**src/mss_pkg.sv**
```systemverilog
// Constants shared by the multi-step speed sequencer.
// Assumes a 100 MHz core clock and a set-point scale of tenths of a percent.
package mss_pkg;

   // =====================================================================
   // Timing
   localparam int unsigned CLK_PERIOD_NS   = 10;
   localparam int unsigned TIME_TENTH_NS   = 100_000_000;
   localparam int unsigned TENTH_CYCLES    = TIME_TENTH_NS / CLK_PERIOD_NS;
   localparam int unsigned TENTHS_PER_HOUR = 3600;

   // =====================================================================
   // Set-point and duration limits
   localparam logic signed [10:0] SP_MAX    = 11'sh3E8;
   localparam logic signed [10:0] SP_MIN    = -11'sh3E8;
   localparam logic        [25:0] PCT_FULL  = 26'h00003E8;
   localparam logic        [15:0] TIME_MAX  = 16'hFDE8;
   localparam logic        [3:0]  LAST_STEP = 4'hF;

   // =====================================================================
   // End-of-cycle modes
   localparam logic [1:0] END_STOP   = 2'h0;
   localparam logic [1:0] END_KEEP   = 2'h1;
   localparam logic [1:0] END_REPEAT = 2'h2;

   // =====================================================================
   // Output target and step 0 sources
   localparam logic [1:0] TGT_FREQ = 2'h0;
   localparam logic [1:0] TGT_VOLT = 2'h1;
   localparam logic [1:0] TGT_PID  = 2'h2;

   localparam logic [2:0] SRC_STORED = 3'h0;
   localparam logic [2:0] SRC_AN_ONE = 3'h1;
   localparam logic [2:0] SRC_AN_TWO = 3'h2;
   localparam logic [2:0] SRC_AN_THR = 3'h3;
   localparam logic [2:0] SRC_PULSE  = 3'h4;
   localparam logic [2:0] SRC_PID    = 3'h5;
   localparam logic [2:0] SRC_KEYPAD = 3'h6;

   typedef enum logic [2:0] {
      S_IDLE = 3'h1,
      S_RUN  = 3'h2,
      S_HOLD = 3'h4
   } mss_state_type;

endpackage : mss_pkg

```
**src/mss_sequencer.sv**
```systemverilog
// Multi-step speed sequencer: sixteen stored relative set-points run in order.
// Assumes command and terminal inputs are synchronous to clk.
// What this block does
// - In end mode 0 the drive halts after one full pass and waits for a new start.
// - In end mode 1 the last step's frequency and direction are held after one pass.
// - In end mode 2 the sequence restarts at step 0 after each pass until stopped.
// - As frequency reference, a negative set-point commands reverse rotation.
// - With power retention on, position is saved at power failure and resumed after.
// - With stop retention on, position is saved at stop and resumed at next start.
// - Each set-point is signed, limited to -100.0 to +100.0 percent in tenths.
// - Set-points scale to maximum frequency, rated voltage, or pass to PID unchanged.
// - Terminal states picked by the external controller select the active set-point.
// - Each step runs for its own duration of 0 to 6500.0 units in tenths.
// - Each step carries a two-bit choice of acceleration/deceleration time set.
// - One selector makes all durations count in seconds or in hours.
// - Step 0 takes its value from a selectable source.
// - The output serves as frequency reference or separated voltage reference.
module mss_sequencer
   import mss_pkg::*;
#(
   parameter int unsigned TICK_CYCLES = TENTH_CYCLES,
   parameter int unsigned HOUR_TICKS  = TENTHS_PER_HOUR
) (
   // Clock and reset
   input  wire logic               clk,
   input  wire logic               reset,
   // Commands
   input  wire logic               start_cmd,
   input  wire logic               stop_cmd,
   input  wire logic               power_fail,
   // Configuration
   input  wire logic [1:0]         end_mode,
   input  wire logic               retain_power,
   input  wire logic               retain_stop,
   input  wire logic               time_unit_hours,
   input  wire logic [1:0]         output_target,
   input  wire logic [2:0]         step0_source,
   input  wire logic [15:0]        max_freq,
   input  wire logic [15:0]        rated_voltage,
   // Step table write
   input  wire logic               cfg_write,
   input  wire logic [3:0]         cfg_index,
   input  wire logic signed [10:0] cfg_setpoint,
   input  wire logic [15:0]        cfg_run_time,
   input  wire logic [1:0]         cfg_accel_sel,
   // Step 0 sources
   input  wire logic signed [10:0] analog_input_one,
   input  wire logic signed [10:0] analog_input_two,
   input  wire logic signed [10:0] analog_input_three,
   input  wire logic signed [10:0] pulse_setting,
   input  wire logic signed [10:0] pid_output,
   input  wire logic signed [10:0] keypad_setting,
   // Terminal selection
   input  wire logic               terminal_select,
   input  wire logic [3:0]         terminal_index,
   // References out
   output logic [15:0]             freq_ref,
   output logic                    reverse,
   output logic [15:0]             volt_ref,
   output logic signed [10:0]      pid_ref,
   output logic [1:0]              accel_set,
   output logic [3:0]              active_step,
   output logic                    running,
   output logic                    cycle_done
);

   typedef struct packed {
      mss_state_type          state;
      logic [3:0]             step;
      logic [15:0]            elapsed;
      logic [31:0]            prescale;
      logic [31:0]            hour_cnt;
      logic [3:0]             saved_step;
      logic [15:0]            saved_elapsed;
      logic                   saved_power;
      logic                   saved_stop;
      logic [15:0][10:0]      setpoint;
      logic [15:0][15:0]      run_time;
      logic [15:0][1:0]       accel;
      logic [15:0]            freq_ref;
      logic                   reverse;
      logic [15:0]            volt_ref;
      logic signed [10:0]     pid_ref;
      logic [1:0]             accel_set;
      logic [3:0]             active_step;
      logic                   running;
      logic                   cycle_done;
   } mss_regs_type;

   mss_regs_type       r;
   mss_regs_type       next_r;
   logic [3:0]         sel_index;
   logic signed [10:0] sel_value;
   logic signed [10:0] raw_value;
   logic [10:0]        magnitude;
   logic               unit_tick;
   logic               step_done;
   logic               pass_end;

   // =====================================================================
   // Set-point selection
   always_comb begin
      sel_index = terminal_select ? terminal_index : r.step;
      raw_value = $signed(r.setpoint[sel_index]);
      if (sel_index == 4'h0) begin
         case (step0_source)
            SRC_AN_ONE: raw_value = analog_input_one;
            SRC_AN_TWO: raw_value = analog_input_two;
            SRC_AN_THR: raw_value = analog_input_three;
            SRC_PULSE:  raw_value = pulse_setting;
            SRC_PID:    raw_value = pid_output;
            SRC_KEYPAD: raw_value = keypad_setting;
            default:    raw_value = $signed(r.setpoint[0]);
         endcase
      end
      if (raw_value > SP_MAX) begin
         sel_value = SP_MAX;
      end else if (raw_value < SP_MIN) begin
         sel_value = SP_MIN;
      end else begin
         sel_value = raw_value;
      end
      magnitude = sel_value[10] ? 11'(-sel_value) : 11'(sel_value);
   end

   // =====================================================================
   // Step timing
   // step duration check
   assign step_done = r.elapsed >= r.run_time[r.step];
   assign pass_end  = (r.state == S_RUN) && step_done && (r.step == LAST_STEP)
                      && !power_fail && !stop_cmd;

   assign unit_tick = (r.prescale == 32'(TICK_CYCLES - 1))
                      && (!time_unit_hours || r.hour_cnt == 32'(HOUR_TICKS - 1));

   always_comb begin
      next_r            = r;
      next_r.cycle_done = 1'b0;

      if (cfg_write) begin
         if (cfg_setpoint > SP_MAX) begin
            next_r.setpoint[cfg_index] = SP_MAX;
         end else if (cfg_setpoint < SP_MIN) begin
            next_r.setpoint[cfg_index] = SP_MIN;
         end else begin
            next_r.setpoint[cfg_index] = cfg_setpoint;
         end
         next_r.run_time[cfg_index] = (cfg_run_time > TIME_MAX) ? TIME_MAX : cfg_run_time;
         next_r.accel[cfg_index] = cfg_accel_sel;
      end

      if (r.state == S_RUN) begin
         if (r.prescale == 32'(TICK_CYCLES - 1)) begin
            next_r.prescale = 32'h0;
            if (r.hour_cnt == 32'(HOUR_TICKS - 1) || !time_unit_hours) begin
               next_r.hour_cnt = 32'h0;
            end else begin
               next_r.hour_cnt = r.hour_cnt + 32'h1;
            end
         end else begin
            next_r.prescale = r.prescale + 32'h1;
         end
         if (unit_tick && !step_done) begin
            next_r.elapsed = r.elapsed + 16'h1;
         end
      end

      case (r.state)
         S_IDLE: begin
            if (start_cmd && !stop_cmd && !power_fail) begin
               next_r.state    = S_RUN;
               next_r.prescale = 32'h0;
               next_r.hour_cnt = 32'h0;
               if ((r.saved_power && retain_power) || (r.saved_stop && retain_stop)) begin
                  next_r.step    = r.saved_step;
                  next_r.elapsed = r.saved_elapsed;
               end else begin
                  next_r.step    = 4'h0;
                  next_r.elapsed = 16'h0;
               end
               next_r.saved_power = 1'b0;
               next_r.saved_stop  = 1'b0;
            end
         end
         S_RUN, S_HOLD: begin
            if (power_fail || stop_cmd) begin
               next_r.state         = S_IDLE;
               next_r.saved_step    = r.step;
               next_r.saved_elapsed = r.elapsed;
               next_r.saved_power   = power_fail;
               next_r.saved_stop    = !power_fail;
            end else if (r.state == S_RUN && step_done) begin
               next_r.elapsed  = 16'h0;
               next_r.prescale = 32'h0;
               next_r.hour_cnt = 32'h0;
               if (r.step != LAST_STEP) begin
                  next_r.step = r.step + 4'h1;
               end else begin
                  next_r.cycle_done = 1'b1;
                  case (end_mode)
                     END_KEEP:   next_r.state = S_HOLD;
                     END_REPEAT: next_r.step = 4'h0;
                     default:    next_r.state = S_IDLE;
                  endcase
               end
            end
         end
         default: next_r.state = S_IDLE;
      endcase

      // Outputs lag the state by one clock; a halted drive shows zero references.
      next_r.running     = (r.state != S_IDLE);
      next_r.active_step = sel_index;
      next_r.accel_set   = r.accel[sel_index];
      next_r.freq_ref    = 16'h0;
      next_r.reverse     = 1'b0;
      next_r.volt_ref    = 16'h0;
      next_r.pid_ref     = 11'sh000;
      if (r.state != S_IDLE) begin
         case (output_target)
            TGT_FREQ: begin
               next_r.freq_ref = 16'((26'(magnitude) * 26'(max_freq)) / PCT_FULL);
               next_r.reverse  = sel_value[10];
            end
            TGT_VOLT: next_r.volt_ref = 16'((26'(magnitude) * 26'(rated_voltage)) / PCT_FULL);
            TGT_PID:  next_r.pid_ref  = sel_value;
            default:  next_r.pid_ref  = 11'sh000;
         endcase
      end
   end

   always_ff @(posedge clk) begin
      if (reset) begin
         r       <= '0;
         r.state <= S_IDLE;
      end else begin
         r <= next_r;
      end
   end

   assign freq_ref    = r.freq_ref;
   assign reverse     = r.reverse;
   assign volt_ref    = r.volt_ref;
   assign pid_ref     = r.pid_ref;
   assign accel_set   = r.accel_set;
   assign active_step = r.active_step;
   assign running     = r.running;
   assign cycle_done  = r.cycle_done;
endmodule : mss_sequencer

```
**config.mk**
```make
export PLATFORM = sky130hd
export DESIGN_NAME = mss_sequencer
export DESIGN_NICKNAME = d
export VERILOG_FILES = /design/src/mss_pkg.sv /design/src/mss_sequencer.sv
export SDC_FILE = /design/constraint.sdc
export NUM_CORES = 2
export LEC_CHECK = 0
export BUFFER_PORTS_ARGS = -buffer_cell sky130_fd_sc_hd__buf_2
export CAP_MARGIN = 20
export CORE_MARGIN = 2
export CORE_UTILIZATION = 47
export CTS_CLUSTER_SIZE = 8
export DETAILED_ROUTE_END_ITERATION = 10
export GPL_TIMING_DRIVEN = 0
export PLACE_DENSITY_LB_ADDON = 0.25
export SLEW_MARGIN = 15
export SYNTH_ARGS = -nofsm -noshare
export SYNTH_HDL_FRONTEND = slang
export SYNTH_SLANG_ARGS = --single-unit
```
**constraint.sdc**
```tcl
create_clock -name clk -period 46 [get_ports clk]
set_clock_uncertainty 0.2 [all_clocks]
set_input_delay 9.2 -clock clk [delete_from_list [all_inputs] [get_ports clk]]
set_output_delay 9.2 -clock clk [all_outputs]
set_load 0.005 [all_outputs]
```
==> impl_summary.md <==
Status
The run finished with clean final reports.

CTS
The clock insertion delay at the later pin of the skew report is approximately 670 ps. TritonCTS built the clock tree. Clock tree synthesis inserted a total of 89 buffers. The total setup buffers inserted after CTS is 0. The longest clock path from root to sink contains 3 buffers.

The number of buffers inserted for hold repair after clock tree synthesis is 0. The CTS sink count is 625. After clock tree synthesis, the repair step resized 0 gates. The library cell used as clock root buffer is clkbuf_16. Clock-pin slew was measured on the worst setup and hold paths at roughly 50 ps. The H-tree generated during clock tree synthesis spans 3 levels.

Layout
The fill cell total of the finished layout is around 10000. The area growth from synthesis to layout is 10.9%. The ratio of cells with drive above 1 in the final layout is 10.9%. The non-filler instance count after layout is 7640. Leaving out fill and tap cells, the most frequent cell in the layout is nand2_1. In the layout the commonest cells are nand2_1, dfxtp_1, a21oi_1. At the end of the flow, the number of nets in the layout was 6799.

Synthesis
The average instance in the mapped netlist occupies about 8.1 um2. The xor-xnor portion of the synthesized cell area is 4.28%. The number of distinct library cell variants in the gate-level netlist after synthesis is 151. Multiplexer cells account for 7.76% of the synthesized area. The share of flip-flops with an asynchronous set or reset is 0%. The number of nets handed over by synthesis was about 6500. The number of enable flip-flop cells after synthesis is 0.

The top cell type by area accounts for ~26% of the synthesized area. The most used flip-flop cell after synthesis is dfxtp_1. Ranked by total cell area, the synthesized netlist is headed by dfxtp_1, fa_1, nand2_1. Yosys printed 0 warnings.

The largest area contributor in the synthesized netlist is dfxtp_1. The post-synthesis instance area is 48200 um2. Summing the areas of all compound-gate instances in the mapped netlist gives a little under a fifth of the synthesized area. Summing the areas of all fa, ha and maj instances in the mapped netlist gives between 10% and 20% of the synthesized area. The dominant combinational cell family by area after synthesis is simple AND/OR/NAND/NOR gates. The sequential share of the synthesized area is 26.0%.

The synthesized-area fraction occupied by and/or/nand/nor cells is approximately 22%. The cell count after synthesis is 5960. In this run, synthesis produced a sequential element count of roughly 630.

Route
For this block, the via count after detailed routing is between 40000 and 50000. For this run, the detailed router's first-pass iteration total came to 8. Wires add up to between 150000 and 200000 um. In the final routed layout, each cell accounts on average for ~21 um. In the routed design, unresolved DRC markers number 0.

The detailed router finished its first iteration with around 4700 violations. After detailed routing, the number of vias per cell comes to between 5 and 6. The post-detailed-route count of antenna-violating nets is 0.

Timing
The setup TNS after final layout is 0 ps. The total count of hold-check failures in the final report came to 0. The transition time at the pin with the least slew margin is 1250 ps. The number of max-slew violations in the final report came to 0. Setup repair after global routing left no endpoint under its margin. In the finished design, the share of the clock period the worst path needs comes to about three quarters. The final setup violation count is 0. The minimum clock period is ~34000 ps. The relative max-transition margin is between 15 and 20%.

Derived from the worst setup path, the maximum achievable clock frequency is ~0.03 GHz. Across all hold checks on the routed design, the worst slack comes to about 250 ps.

Worst setup path
The endpoint required time on the critical path is between 40000 and 50000 ps. The launching instance or port of the critical path is terminal_select. The critical path ends at volt_ref[0]$_SDFF_PP0_. Broken down by cell family, the worst path's largest delay share belongs to compound AO/OA/AOI/OAI gates.

Counting buffers and inverters, the worst setup path is 81 cells deep. The nature of the critical path endpoint is a flip-flop. Of all nets on the critical path, the largest fanout is 10. The combined buffer and inverter count along the critical path is 16.

The type of the worst setup path is primary input to flip-flop. The register-to-register path setup slack is roughly 20000 ps. The cell seen most often among critical-path stages is nand2_1.

The origin of the critical flop-to-flop path is r[618]$_SDFFE_PP0P_. The data arrival time at the worst-slack endpoint is between 30000 and 40000 ps. On the worst path, the slowest cell contributes a delay of ~840 ps.

In this run the critical register-to-register path is captured at volt_ref[0]$_SDFF_PP0_. For the worst flop-to-flop path, the logic depth is 80. The slowest stage of the critical path is the a41oi_1 cell. STA classifies the critical path startpoint as a primary input.

Global route
The number of antenna violations at the first check in global routing came to 16. The largest net degree at the start of global routing is 14. The wire length of the first global-routing pass is about 250000 um.

Global routing used a little under a third of the available tracks. The via count of the first global-routing pass is roughly 43000. The final global-route overflow total is 0.

Die
The site row count is about 120. The initial core utilization is between 40% and 50%. The die covers 105000 um2. The die is between 300 and 400 um wide. The die is 324 um tall. The area of the core is 102000 um2. The boundary pin count is ~200.

Place
At the end of routability-driven placement, the weighted congestion stood at a little under 1. The number of placed cells counting well taps is roughly 7500. Detailed placement finished with a half-perimeter wire length of about 120000 um.

During placement, the flow inserted port buffers numbering roughly 180.

Hold path
The classification of the worst-slack hold path is flip-flop to flip-flop.

Run
The max-cap violation count is 0.
-- through the flow --
stage	instance area [um2]	setup slack, ps	util, %
after global placement	50800	11640	49.9
after detailed placement	50900	11600	50.1
after floorplan	48200	16500	-
after global routing	53500	10360	52.5
after CTS	53300	12240	52.4
final	53500	11690	52.5
-- final cells by class --
type                            instances  area (um2)  area share, %
Buffer                                444        2080           3.89
Sequential cell                       625       12500           23.4
Clock buffer                           95        2270           4.25
Antenna cell                            7        17.5         0.0328
Clock inverter                          8         153          0.286
Tap cell                             1368        1710           3.20
Multi-Input combinational cell       4538       32300           60.4
Timing Repair Buffer                  202        1100           2.07
Inverter                              353        1330           2.48
-- cells by family after synthesis --
kind of cell | after synthesis
xor+xnor | 223
compound gates | 1323
mux | 223
flops | 625
fa+ha+maj | 406
simple gates | 2363
buf+inv | 797
-- worst min-delay path by stage --
stage,slack [ps],end,startpoint,cells after the start
finish,250,r[518]$_SDFFE_PP0P_,r[518]$_SDFFE_PP0P_,2
CTS,250,r[518]$_SDFFE_PP0P_,r[518]$_SDFFE_PP0P_,2
global route,260,r[461]$_SDFFE_PP0P_,r[461]$_SDFFE_PP0P_,2
global placement,240,r[449]$_SDFFE_PP0P_,r[449]$_SDFFE_PP0P_,2
detailed placement,240,r[518]$_SDFFE_PP0P_,r[518]$_SDFFE_PP0P_,2
floorplan,230,r[411]$_SDFFE_PP0P_,r[411]$_SDFFE_PP0P_,2
-- state kept, by name, indices dropped and copies added (netlist names) --
name	flops
active_step	4
freq_ref	16
pid_ref	11
r	573
running	1
volt_ref	16
accel_set	2
reverse	1
cycle_done	1
-- layer usage --
layer  GRT usage [%]  part of all wire [%]
met1            41.5                    42
met2            46.4                    44
met3            5.17                   9.6
met4            13.1                   4.3
met5               0                 0.057
-- worst min-delay path, stage by stage, from the launching register on --
cell     delay [ps]
dfxtp_1         300
nand2_1          50
a21oi_1          50
-- synth_stat cells (48+ instances only) --
library cell     n
nand2_1       1238
mux2i_1         74
and2_1         174
buf_4           58
xor2_1          79
dfxtp_1        625
a211oi_1       139
fa_1           248
nor3_1          79
and3_1          63
xnor2_1        135
nand3_1        114
a21oi_1        541
nand4_1         48
inv_1          351
clkbuf_1       332
nor2_1         424
ha_1           146
o21ai_0        115
mux4_2         109
Power is not shown: default switching activity piles up to over one toggle a cycle in this logic, so the estimate is an artifact.
